[src/hdl/ddac_map.vh]
// Register map, field positions, reset values and timing counts of the
// dual converter control block.
// Assumes inclusion by bare name from every design file that needs it.
//
// Functional notes
// RL1: Software uses full 32-bit word accesses only
// RL2: Control fields per channel, channel2 sixteen bits up
// RL3: Mask code n unmasks bits n..0, amplitude 2^(n+1)-1
// RL4: Wave 00 off, 01 noise, 1x triangle
// RL5: Source and wave honoured only with trigger on
// RL6: Source codes map timers, line 9, software
// RL7: Source 3 follows remap on larger parts
// RL8: Trigger off: holding to output one cycle
// RL9: Hardware trigger: holding to output three cycles
// RL10: Software trigger: transfer takes one cycle
// RL11: Buffer-off bit disables output buffer when set
// RL12: Channel-on bit switches channel on
// RL13: DMA bit puts channel in DMA mode
// RL14: Underrun interrupt passes only when allowed
// RL15: Write-only software trigger bits 0 and 1
// RL16: Trigger bit self-clears one cycle after load
// RL17: Wave value added to holding data, then advanced
// RL18: Hardware sources edge-detected, one event one transfer
// RL19: Triangle up to amplitude and down; sum wraps
`ifndef DDAC_MAP_VH
`define DDAC_MAP_VH

// ----------------------------------------------------------------
// Register byte offsets
// ----------------------------------------------------------------
`define DDAC_OFF_CTRL 8'h00
`define DDAC_OFF_SWTRIG 8'h04
`define DDAC_OFF_HOLD1 8'h08
`define DDAC_OFF_HOLD2 8'h14
`define DDAC_OFF_HOLDD 8'h20
`define DDAC_OFF_OUT1 8'h2c
`define DDAC_OFF_OUT2 8'h30

// ----------------------------------------------------------------
// Control field positions, channel1; channel2 adds the shift
// ----------------------------------------------------------------
`define DDAC_F_ON 0
`define DDAC_F_BOFF 1
`define DDAC_F_TEN 2
`define DDAC_F_TSEL_LO 3
`define DDAC_F_TSEL_HI 5
`define DDAC_F_WAVE_LO 6
`define DDAC_F_WAVE_HI 7
`define DDAC_F_MAMP_LO 8
`define DDAC_F_MAMP_HI 11
`define DDAC_F_DMA 12
`define DDAC_F_UDRIE 13
`define DDAC_CH2_SHIFT 16

// ----------------------------------------------------------------
// Reset values, masks and codes
// ----------------------------------------------------------------
`define DDAC_CTRL_RST 32'h00000000
`define DDAC_CTRL_MASK 32'h3fff3fff
`define DDAC_SWT_RST 1'b0
`define DDAC_TSEL_SW 3'h7
`define DDAC_WAVE_OFF 2'h0
`define DDAC_WAVE_NOISE 2'h1
`define DDAC_MAMP_FULL 4'hb
`define DDAC_LFSR_SEED 12'haaa
`define DDAC_FULL_STRB 4'hf

// ----------------------------------------------------------------
// Transfer latencies in clock cycles
// ----------------------------------------------------------------
`define DDAC_HW_DELAY 3
`define DDAC_DIRECT_DELAY 1
`define DDAC_SW_DELAY 1

`endif

[src/hdl/ddac_top.v]
// Dual converter control, trigger selection and output data transfer.
// Assumes an APB master on I_REF_CLK, trigger sources from timers or pins,
// and DMA underrun flags from logic on the same clock.
`include "ddac_map.vh"
`default_nettype none
module ddac_top #(
  parameter HIGH_DENSITY = 1
) (
  input wire I_REF_CLK,
  input wire I_RESET_N,
  input wire I_PSEL,
  input wire I_PENABLE,
  input wire I_PWRITE,
  input wire [7:0] I_PADDR,
  input wire [31:0] I_PWDATA,
  input wire [3:0] I_PSTRB,
  output wire [31:0] O_PRDATA,
  output wire O_PREADY,
  output wire O_PSLVERR,
  input wire I_TIM6_TRG,
  input wire I_TIM3_TRG,
  input wire I_TIM7_TRG,
  input wire I_TIM5_TRG,
  input wire I_TIM15_TRG,
  input wire I_TIM2_TRG,
  input wire I_TIM4_TRG,
  input wire I_EXT_LINE9,
  input wire I_TRIGGER3_REMAP,
  input wire I_CH1_DMA_UNDERRUN,
  input wire I_CH2_DMA_UNDERRUN,
  output wire O_CH1_CHANNEL_ON,
  output wire O_CH1_BUFFER_OFF,
  output wire O_CH1_DMA_MODE,
  output wire O_CH1_UNDERRUN_IRQ,
  output wire [11:0] O_CH1_OUTPUT_DATA,
  output wire O_CH2_CHANNEL_ON,
  output wire O_CH2_BUFFER_OFF,
  output wire O_CH2_DMA_MODE,
  output wire O_CH2_UNDERRUN_IRQ,
  output wire [11:0] O_CH2_OUTPUT_DATA
);

  localparam integer PIPE = `DDAC_HW_DELAY - 1;

  // ----------------------------------------------------------------
  // Bus slave state
  // ----------------------------------------------------------------
  reg [31:0] ctrl_r;
  reg [31:0] prdata_r;
  reg [31:0] prdata_nxt;
  reg pready_r;
  reg pslverr_r;
  reg err_nxt;
  reg [1:0] irq_r;
  wire setup;
  wire acc_ok;
  wire wr_acc;
  wire [23:0] hold_all;
  wire [23:0] out_all;

  // ----------------------------------------------------------------
  // Trigger inputs
  // ----------------------------------------------------------------
  wire [8:0] trg_level;
  wire [8:0] trg_rise;
  wire src3_rise;
  wire [7:0] src_rise;

  // Synchronised sources and remap level
  ddac_trig_sync #(
    .W(9)
  ) u_sync (
    .i_clk(I_REF_CLK),
    .i_rst_n(I_RESET_N),
    .i_async({I_TRIGGER3_REMAP, I_EXT_LINE9, I_TIM4_TRG, I_TIM2_TRG,
              I_TIM15_TRG, I_TIM5_TRG, I_TIM7_TRG, I_TIM3_TRG, I_TIM6_TRG}),
    .o_level(trg_level),
    .o_rise(trg_rise)
  );

  // Source 3 from timer 15 or timer 5
  assign src3_rise = (HIGH_DENSITY != 0) ?
                     (trg_level[8] ? trg_rise[4] : trg_rise[3]) :
                     trg_rise[4]; // RL7

  // Edge pulses indexed by source code; code 7 has no hardware source
  assign src_rise = {1'b0, trg_rise[7], trg_rise[6], trg_rise[5],
                     src3_rise, trg_rise[2], trg_rise[1], trg_rise[0]}; // RL6

  // ----------------------------------------------------------------
  // APB decode
  // ----------------------------------------------------------------
  assign setup = I_PSEL & ~I_PENABLE;
  assign acc_ok = I_PSEL & I_PENABLE & pready_r & ~pslverr_r;
  assign wr_acc = acc_ok & I_PWRITE;

  // Read data and error for the address in the setup cycle
  always @*
  begin
    prdata_nxt = 32'h00000000;
    err_nxt = 1'b0;
    case (I_PADDR)
      `DDAC_OFF_CTRL:
        prdata_nxt = ctrl_r;
      `DDAC_OFF_SWTRIG:
        prdata_nxt = 32'h00000000; // RL15
      `DDAC_OFF_HOLD1:
        prdata_nxt = {20'h00000, hold_all[11:0]};
      `DDAC_OFF_HOLD2:
        prdata_nxt = {20'h00000, hold_all[23:12]};
      `DDAC_OFF_HOLDD:
        prdata_nxt = {4'h0, hold_all[23:12], 4'h0, hold_all[11:0]};
      `DDAC_OFF_OUT1:
        prdata_nxt = {20'h00000, out_all[11:0]};
      `DDAC_OFF_OUT2:
        prdata_nxt = {20'h00000, out_all[23:12]};
      default:
        err_nxt = 1'b1;
    endcase
    if (I_PWRITE && (I_PSTRB != `DDAC_FULL_STRB))
      err_nxt = 1'b1; // RL1
    if (!I_PWRITE && (I_PADDR == `DDAC_OFF_OUT1 || I_PADDR == `DDAC_OFF_OUT2))
      err_nxt = err_nxt;
    if (I_PWRITE && (I_PADDR == `DDAC_OFF_OUT1 || I_PADDR == `DDAC_OFF_OUT2))
      err_nxt = 1'b1;
    if (I_PWRITE)
      prdata_nxt = 32'h00000000;
  end

  // Ready, error and read data, registered in the setup cycle
  always @(posedge I_REF_CLK or negedge I_RESET_N)
  begin
    if (!I_RESET_N)
    begin
      pready_r <= 1'b0;
      pslverr_r <= 1'b0;
      prdata_r <= 32'h00000000;
    end
    else
    begin
      pready_r <= setup;
      if (setup)
      begin
        pslverr_r <= err_nxt;
        prdata_r <= prdata_nxt;
      end
      else if (pready_r)
      begin
        pslverr_r <= 1'b0;
        prdata_r <= 32'h00000000;
      end
    end
  end

  // ----------------------------------------------------------------
  // Control register
  // ----------------------------------------------------------------
  always @(posedge I_REF_CLK or negedge I_RESET_N)
  begin
    if (!I_RESET_N)
      ctrl_r <= `DDAC_CTRL_RST;
    else if (wr_acc && (I_PADDR == `DDAC_OFF_CTRL))
      ctrl_r <= I_PWDATA & `DDAC_CTRL_MASK; // RL2
  end

  // Underrun interrupt gated by mode and allow bits
  always @(posedge I_REF_CLK or negedge I_RESET_N)
  begin
    if (!I_RESET_N)
      irq_r <= 2'b00;
    else
    begin
      irq_r[0] <= I_CH1_DMA_UNDERRUN & ctrl_r[`DDAC_F_DMA] &
                  ctrl_r[`DDAC_F_UDRIE]; // RL14
      irq_r[1] <= I_CH2_DMA_UNDERRUN & ctrl_r[`DDAC_CH2_SHIFT + `DDAC_F_DMA] &
                  ctrl_r[`DDAC_CH2_SHIFT + `DDAC_F_UDRIE]; // RL14
    end
  end

  // ----------------------------------------------------------------
  // Per-channel transfer logic
  // ----------------------------------------------------------------
  genvar g;
  generate
    for (g = 0; g < 2; g = g + 1)
    begin : ch
      localparam integer B = g * `DDAC_CH2_SHIFT;
      wire ten;
      wire [2:0] tsel;
      wire [1:0] wave;
      wire [3:0] mamp;
      wire [11:0] gen_val;
      wire hold_single;
      wire hold_wr;
      wire [11:0] hold_din;
      wire swt_set;
      wire sw_sel;
      wire sw_fire;
      wire hw_fire;
      wire load;
      wire step;
      reg [11:0] hold_r;
      reg [11:0] out_r;
      reg wr_pend_r;
      reg [PIPE-1:0] hw_pipe_r;
      reg swt_r;
      reg sw_done_r;

      // Field extraction; wave and source gated by trigger enable
      assign ten = ctrl_r[B + `DDAC_F_TEN];
      assign tsel = ctrl_r[B + `DDAC_F_TSEL_HI:B + `DDAC_F_TSEL_LO];
      assign wave = ten ? ctrl_r[B + `DDAC_F_WAVE_HI:B + `DDAC_F_WAVE_LO] :
                    `DDAC_WAVE_OFF; // RL5
      assign mamp = ctrl_r[B + `DDAC_F_MAMP_HI:B + `DDAC_F_MAMP_LO];

      // Holding data writes from single or dual registers
      assign hold_single = (I_PADDR == ((g == 0) ? `DDAC_OFF_HOLD1 :
                                                   `DDAC_OFF_HOLD2));
      assign hold_wr = wr_acc & (hold_single | (I_PADDR == `DDAC_OFF_HOLDD));
      assign hold_din = hold_single ? I_PWDATA[11:0] : I_PWDATA[B + 11:B];

      // Software trigger request bit of this channel
      assign swt_set = wr_acc & (I_PADDR == `DDAC_OFF_SWTRIG) & I_PWDATA[g]; // RL15

      // Transfer conditions
      assign sw_sel = ten & (tsel == `DDAC_TSEL_SW);
      assign sw_fire = sw_sel & swt_r & ~sw_done_r; // RL10
      assign hw_fire = ten & ~sw_sel & hw_pipe_r[PIPE-1]; // RL9
      assign load = (~ten & wr_pend_r) | hw_fire | sw_fire; // RL8
      assign step = load & (wave != `DDAC_WAVE_OFF); // RL17

      // Noise and triangle source
      ddac_wave_gen u_gen (
        .i_clk(I_REF_CLK),
        .i_rst_n(I_RESET_N),
        .i_step(step),
        .i_wave(wave),
        .i_mamp(mamp),
        .o_value(gen_val)
      );

      // Holding, output data and trigger sequencing
      always @(posedge I_REF_CLK or negedge I_RESET_N)
      begin
        if (!I_RESET_N)
        begin
          hold_r <= 12'h000;
          out_r <= 12'h000;
          wr_pend_r <= 1'b0;
          hw_pipe_r <= {PIPE{1'b0}};
          swt_r <= `DDAC_SWT_RST;
          sw_done_r <= 1'b0;
        end
        else
        begin
          if (hold_wr)
            hold_r <= hold_din;
          wr_pend_r <= hold_wr & ~ten; // RL8
          hw_pipe_r <= {hw_pipe_r[PIPE-2:0],
                        src_rise[tsel] & ten & ~sw_sel}; // RL9
          if (load)
            out_r <= hold_r + gen_val; // RL17
          sw_done_r <= sw_fire;
          if (swt_set)
            swt_r <= 1'b1; // RL15
          else if (sw_done_r)
            swt_r <= 1'b0; // RL16
        end
      end

      assign hold_all[12*g + 11:12*g] = hold_r;
      assign out_all[12*g + 11:12*g] = out_r;
    end
  endgenerate

  // ----------------------------------------------------------------
  // Outputs, all from flip-flops
  // ----------------------------------------------------------------
  assign O_PRDATA = prdata_r;
  assign O_PREADY = pready_r;
  assign O_PSLVERR = pslverr_r;
  assign O_CH1_CHANNEL_ON = ctrl_r[`DDAC_F_ON]; // RL12
  assign O_CH1_BUFFER_OFF = ctrl_r[`DDAC_F_BOFF]; // RL11
  assign O_CH1_DMA_MODE = ctrl_r[`DDAC_F_DMA]; // RL13
  assign O_CH1_UNDERRUN_IRQ = irq_r[0];
  assign O_CH1_OUTPUT_DATA = out_all[11:0];
  assign O_CH2_CHANNEL_ON = ctrl_r[`DDAC_CH2_SHIFT + `DDAC_F_ON]; // RL12
  assign O_CH2_BUFFER_OFF = ctrl_r[`DDAC_CH2_SHIFT + `DDAC_F_BOFF]; // RL11
  assign O_CH2_DMA_MODE = ctrl_r[`DDAC_CH2_SHIFT + `DDAC_F_DMA]; // RL13
  assign O_CH2_UNDERRUN_IRQ = irq_r[1];
  assign O_CH2_OUTPUT_DATA = out_all[23:12];

endmodule
`default_nettype wire

[src/hdl/ddac_trig_sync.v]
// Two-stage synchroniser and rising-edge detector for trigger inputs.
// Assumes inputs may come from any domain; outputs are on i_clk.
`default_nettype none
module ddac_trig_sync #(
  parameter W = 9
) (
  input wire i_clk,
  input wire i_rst_n,
  input wire [W-1:0] i_async,
  output wire [W-1:0] o_level,
  output wire [W-1:0] o_rise
);

  reg [W-1:0] s1_r;
  reg [W-1:0] s2_r;
  reg [W-1:0] s3_r;
  reg [W-1:0] rise_r;

  // ----------------------------------------------------------------
  // Synchroniser, delay stage and edge pulse
  // ----------------------------------------------------------------
  always @(posedge i_clk or negedge i_rst_n)
  begin
    if (!i_rst_n)
    begin
      s1_r <= {W{1'b0}};
      s2_r <= {W{1'b0}};
      s3_r <= {W{1'b0}};
      rise_r <= {W{1'b0}};
    end
    else
    begin
      s1_r <= i_async;
      s2_r <= s1_r;
      s3_r <= s2_r;
      rise_r <= s2_r & ~s3_r; // RL18
    end
  end

  assign o_level = s2_r;
  assign o_rise = rise_r;

endmodule
`default_nettype wire

[src/hdl/ddac_wave_gen.v]
// Noise and triangle generator for one converter channel.
// Assumes i_step is a one-cycle pulse given in the same cycle as each triggered load.
`include "ddac_map.vh"
`default_nettype none
module ddac_wave_gen (
  input wire i_clk,
  input wire i_rst_n,
  input wire i_step,
  input wire [1:0] i_wave,
  input wire [3:0] i_mamp,
  output wire [11:0] o_value
);

  reg [11:0] lfsr_r;
  reg [11:0] tri_r;
  reg up_r;
  wire [12:0] mask_full;
  wire [11:0] mask;
  wire fb;

  // Mask and amplitude from the code, saturating at 12 bits
  assign mask_full = (13'h0002 << i_mamp) - 13'h0001; // RL3
  assign mask = (i_mamp >= `DDAC_MAMP_FULL) ? 12'hfff : mask_full[11:0]; // RL3
  assign fb = lfsr_r[11] ^ lfsr_r[5] ^ lfsr_r[3] ^ lfsr_r[0];

  // ----------------------------------------------------------------
  // Generators advance only on a step in their own mode
  // ----------------------------------------------------------------
  always @(posedge i_clk or negedge i_rst_n)
  begin
    if (!i_rst_n)
    begin
      lfsr_r <= `DDAC_LFSR_SEED;
      tri_r <= 12'h000;
      up_r <= 1'b1;
    end
    else if (i_step)
    begin
      if (i_wave == `DDAC_WAVE_NOISE)
        lfsr_r <= {lfsr_r[10:0], fb}; // RL17
      else if (i_wave[1])
      begin
        if (up_r && (tri_r >= mask))
        begin
          up_r <= 1'b0; // RL19
          tri_r <= tri_r - 12'h001;
        end
        else if (up_r)
          tri_r <= tri_r + 12'h001; // RL19
        else if (tri_r == 12'h000)
        begin
          up_r <= 1'b1; // RL19
          tri_r <= 12'h001;
        end
        else
          tri_r <= tri_r - 12'h001;
      end
    end
  end

  // Masked noise, triangle count or nothing
  assign o_value = (i_wave == `DDAC_WAVE_NOISE) ? (lfsr_r & mask) :
                   i_wave[1] ? tri_r : 12'h000; // RL4

endmodule
`default_nettype wire

[config.mk]
export PLATFORM = sky130hd
export DESIGN_NAME = ddac_top
export DESIGN_NICKNAME = d
export VERILOG_FILES = /design/src/hdl/ddac_top.v /design/src/hdl/ddac_trig_sync.v /design/src/hdl/ddac_wave_gen.v
export VERILOG_INCLUDE_DIRS = /design/src /design/src/hdl
export SDC_FILE = /design/constraint.sdc
export NUM_CORES = 1
export LEC_CHECK = 0
export BUFFER_PORTS_ARGS = -buffer_cell sky130_fd_sc_hd__buf_2
export CAP_MARGIN = 25
export CORE_AREA = 2 2 154 156
export CTS_CLUSTER_SIZE = 8
export DETAILED_ROUTE_END_ITERATION = 8
export DIE_AREA = 0 0 156 158
export GPL_TIMING_DRIVEN = 1
export PLACE_DENSITY = 0.74
export SYNTH_ARGS = -nofsm -noshare
export SYNTH_HDL_FRONTEND = slang
export SYNTH_SLANG_ARGS = --single-unit
[constraint.sdc]
create_clock -name I_REF_CLK -period 5 [get_ports I_REF_CLK]
set_input_delay 0.25 -clock I_REF_CLK [delete_from_list [all_inputs] [get_ports I_REF_CLK]]
set_output_delay 0.25 -clock I_REF_CLK [all_outputs]
set_load 0.005 [all_outputs]
# After elaboration in Yosys (flattened, before gate mapping)
# Index checks and enable logic that the tools add are counted.
totals:
  reg_bits: 206
classes:
  n_addsub: 8
  n_lt_le_gt_ge: 6
  n_eq_ne: 11
  shift: 2
  muxes: 39
  n_bitwise: 60
  n_reduce_logical: 19
op_table:
  columns: ["operator", "n"]
  rows:
  - ["$pmux W30 S6", 1]
  - ["$mux W12", 13]
  - ["$mux W32", 2]
  - ["$sub A12 B1 Y12 const B", 4]
  - ["$and A1 B1 Y1", 34]
  - ["$mux W30", 1]
  - ["$add A12 B1 Y12 const B", 2]
  - ["$add A12 B12 Y12", 2]
  - ["$and A12 B12 Y12", 2]
  - ["$eq A8 B6 Y1 const B", 3]
  - ["$ge A12 B12 Y1", 2]
  - ["$logic_not A12 Y1", 2]
  - ["$shl A2 B4 Y12 const A", 2]
  - ["$mux W1", 18]
  - ["$not A1 Y1", 10]
  - ["$reduce_bool A2 Y1", 5]
  - ["$and A8 B8 Y8", 1]
  - ["$eq A8 B3 Y1 const B", 1]
  - ["$eq A8 B4 Y1 const B", 1]
  - ["$eq A8 B5 Y1 const B", 1]
  - ["$ge A4 B4 Y1 const B", 2]
  - ["$logic_not A8 Y1", 1]
  - ["$lt A3 B4 Y1 const B", 2]
  - ["$not A8 Y8", 1]
  - ["other kinds (12)", 32]

# Longest topological paths before layout
depth:
  word_depth: 9
  ltp_mapped: 18
  depth_no_buf: 16

# Modules after synthesis
# From an unflattened synthesis, not the netlist that was laid out.
unflattened:
  cells_unflattened: 1190
  hier_area_um2: 11795.1
by_module_without_submodules:
  columns: ["module", "n_inst", "cells_per_inst", "area_per_inst_um2", "seq_area_each_um2"]
  rows:
  - ["ddac_top", 1, 597, 6318.6, 2952.8]
  - ["ddac_wave_gen", 2, 274, 2225.9, 634.4]
  - ["ddac_trig_sync", 1, 45, 1024.7, 900.9]

# Worst setup path before layout
# Ideal clock, no wire load.
synth_path:
  path_type: "register to register"
  startpoint: "register ctrl_r[24]"
  endpoint: "register ch[1].u_gen.tri_r[6]"
  setup_ps: 122
  t_arrival_ps: 3854
  t_required_ps: 4878
  path_slack_ps: 1025
  path_stages_with_launch: 19
  n_path_buf: 3
  cell_sequence: "dfrtp_1 > clkbuf_1 > or2_2 > or3_1 > ha_1 > clkbuf_1 > nor2b_1 > a21oi_1 > o22a_1 > o32ai_1 > ha_1 > o21ai_0 > o21ai_0 > nor4b_2 > nor3b_1 > nand2b_1 > clkbuf_1 > mux2_2 > a32o_1"
synth_via:
  elab_chain_cells: 6
synth_rtl:
  columns: ["item", "line", "source"]
  rows:
  - ["start, declared", "ddac_top.v:48", "reg [31:0] ctrl_r;"]
  - ["start signal, assigned", "ddac_top.v:161", "ctrl_r <= `DDAC_CTRL_RST;"]
  - ["start signal, assigned", "ddac_top.v:163", "ctrl_r <= I_PWDATA & `DDAC_CTRL_MASK;"]
  - ["$shl A2 B4 Y12", "ddac_wave_gen.v:22", "assign mask_full = (13'h0002 << i_mamp) - 13'h0001;"]
  - ["$sub A12 B1 Y12", "ddac_wave_gen.v:22", null]
  - ["$mux W12 (*)", "ddac_wave_gen.v:23", "assign mask = (i_mamp >= `DDAC_MAMP_FULL) ? 12'hfff : mask_full[11:0];"]
  - ["$ge A12 B12 Y1 (*)", "ddac_wave_gen.v:43", "if (up_r && (tri_r >= mask))"]
  - ["$logic_and A1 B1 Y1 (*)", "ddac_wave_gen.v:43", null]
  - ["$mux W12 (*)", "ddac_wave_gen.v:43", null]
  - ["end signal, assigned", "ddac_wave_gen.v:46", "tri_r <= tri_r - 12'h001;"]
  - ["end signal, assigned", "ddac_wave_gen.v:49", "tri_r <= tri_r + 12'h001;"]
  - ["end signal, assigned", "ddac_wave_gen.v:56", "tri_r <= tri_r - 12'h001;"]
  - ["end, declared", "ddac_wave_gen.v:15", "reg [11:0] tri_r;"]
# Every way passes the cells marked *; elsewhere a longest branch is shown, timed or not.
# A chain may end at the register's enable or synchronous reset.

# Final worst setup path
layout_path:
  startpoint: "register ctrl_r[10]"
  endpoint: "register ch[0].u_gen.tri_r[10]"
layout_via:
  elab_chain_cells: 6
layout_rtl:
  columns: ["item", "line"]
  rows:
  - ["$shl A2 B4 Y12", "ddac_wave_gen.v:22"]
  - ["$sub A12 B1 Y12", "ddac_wave_gen.v:22"]
  - ["$mux W12 (*)", "ddac_wave_gen.v:23"]
  - ["$ge A12 B12 Y1 (*)", "ddac_wave_gen.v:43"]
  - ["$logic_and A1 B1 Y1 (*)", "ddac_wave_gen.v:43"]
  - ["$mux W12 (*)", "ddac_wave_gen.v:43"]
  - ["end signal, assigned", "ddac_wave_gen.v:46"]
  - ["end signal, assigned", "ddac_wave_gen.v:49"]
  - ["end signal, assigned", "ddac_wave_gen.v:56"]
  - ["end, declared", "ddac_wave_gen.v:15"]
# Marked as above.

==> insert_results.sql <==
INSERT INTO impl_metrics (metric_group, metric, value, unit) VALUES
('die', 'die_y', '158', 'um'),
('yosys', 'ys.flop_type', 'dfrtp_1', ''),
('global_route', 'total_grt_usage', '24.96', '%'),
('clock_network', 'clock_tree_buffer_depth', '3', ''),
('power_and_ir_drop', 'p_switching', '820.1', 'uW'),
('detailed_routing', 'drt_pass1_iterations', '5', ''),
('die', 'die_width', '156', 'um'),
('clock_network', 'worstSkewPairLatency', '550', 'ps'),
('power_and_ir_drop', 'leakage_power_of_the_design', '0.006366', 'uW'),
('detailed_routing', 'remaining_drc_errors', '0', ''),
('global_route', 'grt_start_max_net_pins', '105', ''),
('yosys', 'synth_unique_cells', '80', ''),
('yosys', 'yosysTopAreaCell', 'dfrtp_1', ''),
('timing', 'min_period_over_period', '89.26', '%'),
('finish', 'final_nets', '1402', ''),
('timing', 'whs', '16.09', 'ps'),
('die', 'placeableCoreArea', '23050', 'um^2'),
('detailed_routing', 'post_drt_wl_per_cell', '18.88', 'um'),
('clock_network', 'htree_levels', '1', ''),
('finish', 'area_growth', '17.17', '%'),
('finish', 'antenna_cells', '0', ''),
('finish', 'design_area', '13340', 'um^2'),
('power_and_ir_drop', 'comb_power_share', '3.7', '%'),
('outcome', 'run_status', 'finished clean', ''),
('yosys', 'synth_enable_flop_cells', '0', ''),
('timing', 'rsz0062_at_grt', 'false', ''),
('power_and_ir_drop', 'p_int', '2809', 'uW'),
('critical_path', 'critPathArrivalTime', '4930', 'ps'),
('clock_network', 'clock_input_transition_at_the_sequential_cells_of_the_worst_setup_and_hold_paths', '60', 'ps'),
('yosys', 'yosysSeqAreaShare', '44.54', '%'),
('timing', 'hold_violations', '0', ''),
('clock_network', 'clock_tree_from_tritoncts', 'done', ''),
('timing', 'clock_skew', '17.31', 'ps'),
('yosys', 'postSynth.asyncResetShare', '100.0', '%'),
('timing', 'timing.setup.tns', '0', 'ps'),
('timing', 'fmax', '224.1', 'MHz'),
('power_and_ir_drop', 'power_density', '272.0', 'nW/um^2'),
('clock_network', 'postCtsSetupRepairBufs', '0', ''),
('critical_path', 'worst_setup_path_end_kind', 'flip-flop', ''),
('critical_path', 'reg2reg_slack', '540', 'ps'),
('yosys', 'area_share_of_the_leading_cell_type_in_the_synthesized_netlist', '41.31', '%'),
('power_and_ir_drop', 'totalPowerFinal', '3629', 'uW'),
('yosys', 'avgSynthCellArea', '9.869', 'um^2'),
('die', 'floorplan.die_area', '24650', 'um^2'),
('power_and_ir_drop', 'swShare', '22.60', '%'),
('power_and_ir_drop', 'power_frac_clock', '50.4', '%'),
('hold_path', 'worst_hold_path_type', 'in -> reg', ''),
('power_and_ir_drop', 'sequentialPowerShare', '45.9', '%'),
('finish', 'mostFrequentLayoutCells', 'dfrtp_1 (188), nand2_1 (140), buf_2 (116)', ''),
('yosys', 'syn_area', '11390', 'um^2'),
('yosys', 'yosys_register_bits', '202', ''),
('yosys', 'ys_top_cells_by_area', 'dfrtp_1 (41%), ha_1 (5.9%), nand2_1 (4.6%), o21ai_0 (4.5%), mux2_2 (3.8%)', ''),
('clock_network', 'cts_buffers', '29', ''),
('power_and_ir_drop', 'vdd_ir_drop_max', '0.0002226', 'V'),
('die', 'io_pins', '126', ''),
('global_route', 'number_of_antenna_violations_at_the_first_check_in_global_routing', '0', ''),
('critical_path', 'worst-setup-path-type', 'reg -> reg', ''),
('critical_path', 'startpoint_type', 'flip-flop', ''),
('detailed_routing', 'wirelength', '30.18', 'mm'),
('detailed_routing', 'vias_per_cell', '5.927', ''),
('yosys', 'synthCells', '1154', ''),
('timing', 'timing.max_slew.rel_slack', '30.38', '%'),
('timing', 'timing_worst_slew_pin_value', '1044', 'ps'),
('finish', 'post-route-util', '57.89', '%'),
('die', 'rows', '56', ''),
('global_route', 'global_route.overflow_total', '0', ''),
('place', 'finalWeightedCongestion', '0.9223', ''),
('timing', 'final.min_clock_period', '4463', 'ps'),
('clock_network', 'clock-root-buffer', 'clkbuf_16', ''),
('critical_path', 'cp_max_fo', '13', ''),
('global_route', 'first_pass_grt_wire_length', '48.93', 'mm');
stage by stage:
step / setup slack (ps) / std cells
3_3_place_gp: 741.5 / 1507
6_report: 537.1 / 1599
4_1_cts: 602.1 / 1599
3_5_place_dp: 617.7 / 1508
2_1_floorplan: 1025 / 1157
5_1_grt: 157.4 / 1599
metal layers:
metal | vias to the layer above | share of wire (%) | track usage [%]
li1 | 4451 | - | -
met4 | 0 | 3.4 | 8.912
met1 | 4594 | 42 | 32.90
met5 | - | 0 | 0
met3 | 76 | 6.8 | 3.285
met2 | 357 | 48 | 42.50
final timing paths:
| path | from | end | cells after the start |
|---|---|---|---|
| max in group asynchronous | I_RESET_N | ch[0].u_gen.lfsr_r[8] | 3 |
| min | I_PWDATA[11] | ctrl_r[11] | 3 |
| max | ctrl_r[10] | ch[0].u_gen.tri_r[10] | 14 |
| min in group asynchronous | I_RESET_N | irq_r[1] | 2 |
| max reg2reg | ctrl_r[10] | ch[0].u_gen.tri_r[10] | 14 |
| min reg2reg | ch[0].hw_pipe_r[0] | ch[0].hw_pipe_r[1] | 0 |
kinds of logic (layout without fill, tap and decap cells):
kind of cell	Yosys count	in the layout	synth area share [%]
buffers and inverters	100	252	4.197
XOR/XNOR	31	31	2.384
AO/OA/AOI/OAI	328	328	18.46
flip-flops	202	202	44.54
adder cells (fa/ha/maj)	56	56	6.284
multiplexers	88	88	9.295
AND/OR/NAND/NOR	348	348	14.81
other	1	4	0.03293
cell usage after synthesis, types with 4 or more instances:
| library cell | count |
|---|---|
| a21oi_1 | 74 |
| a222oi_1 | 6 |
| o21ai_0 | 103 |
| xnor2_1 | 12 |
| o22ai_1 | 8 |
| nand4_1 | 4 |
| nor2b_1 | 18 |
| nor2_1 | 64 |
| o21a_1 | 11 |
| buf_4 | 9 |
| mux2_1 | 4 |
| clkbuf_1 | 49 |
| dfrtp_1 | 188 |
| a221oi_1 | 18 |
| mux2i_1 | 24 |
| nor4_1 | 7 |
| nand3_1 | 19 |
| mux2_4 | 20 |
| inv_1 | 29 |
| nand3b_1 | 8 |
| mux2_2 | 38 |
| o21bai_1 | 4 |
| o211ai_1 | 4 |
| or2_2 | 6 |
| a21boi_0 | 4 |
| xor2_1 | 19 |
| a31oi_1 | 5 |
| buf_2 | 8 |
| and2_1 | 7 |
| a211oi_1 | 7 |
| dfstp_2 | 14 |
| a22oi_1 | 27 |
| a32o_1 | 6 |
| a22o_1 | 8 |
| a21o_1 | 15 |
| nor3_1 | 26 |
| nand2b_1 | 14 |
| ha_1 | 54 |
| and3_1 | 10 |
| nand2_1 | 140 |
| or3_1 | 7 |
final cells by class:
class,instances,area (um^2)
clock inverter,2,25.02
tap,290,362.8
multi-input combinational,855,5868
fill,1908,9708
timing repair buffer,169,1085
inverter,29,108.9
clock buffer,52,822.0
sequential,202,5072
sequential cells by signal, indices dropped and copies added (netlist names), 4 cells and up:
| register | cells |
|---|---|
| ch.u_gen.lfsr_r | 24 |
| u_sync.o_rise | 8 |
| O_CH2_OUTPUT_DATA | 12 |
| ch.u_gen.tri_r | 24 |
| ch.hw_pipe_r | 4 |
| u_sync.s1_r | 9 |
| u_sync.o_level | 9 |
| ch.hold_r | 24 |
| O_CH1_OUTPUT_DATA | 12 |
| O_PRDATA | 28 |
| u_sync.s3_r | 8 |
| ctrl_r | 28 |
critical path: stages (launching register included):
cell and delay (ps):
dfrtp_1 510, nor4_1 430, inv_1 120, ha_1 350
nand2b_1 200, a32o_1 250, a221oi_1 340, ha_1 310
inv_1 50, o21ai_0 80, a221oi_1 480, nand2_1 290
nor2_1 510, o21ai_0 200, a41oi_1 240
power by group through the flow:
stage          combinational, uW  sequential (uW)  clock (uW)
5_1_grt                      149             1670        1930
6_report                     133             1670        1830
3_3_place_gp                 110             1690           0
2_1_floorplan               36.3             1690           0
4_1_cts                      134             1670        1850
3_5_place_dp                 112             1690           0
timing repair:
| item | in CTS | in global routing |
|---|---|---|
| gates resized for setup | 0 | 0 |
| endpoints found under the hold margin | 135 | 0 |
| hold buffers | 37 | 0 |
Note: power is estimated with default switching activity, not from simulation.
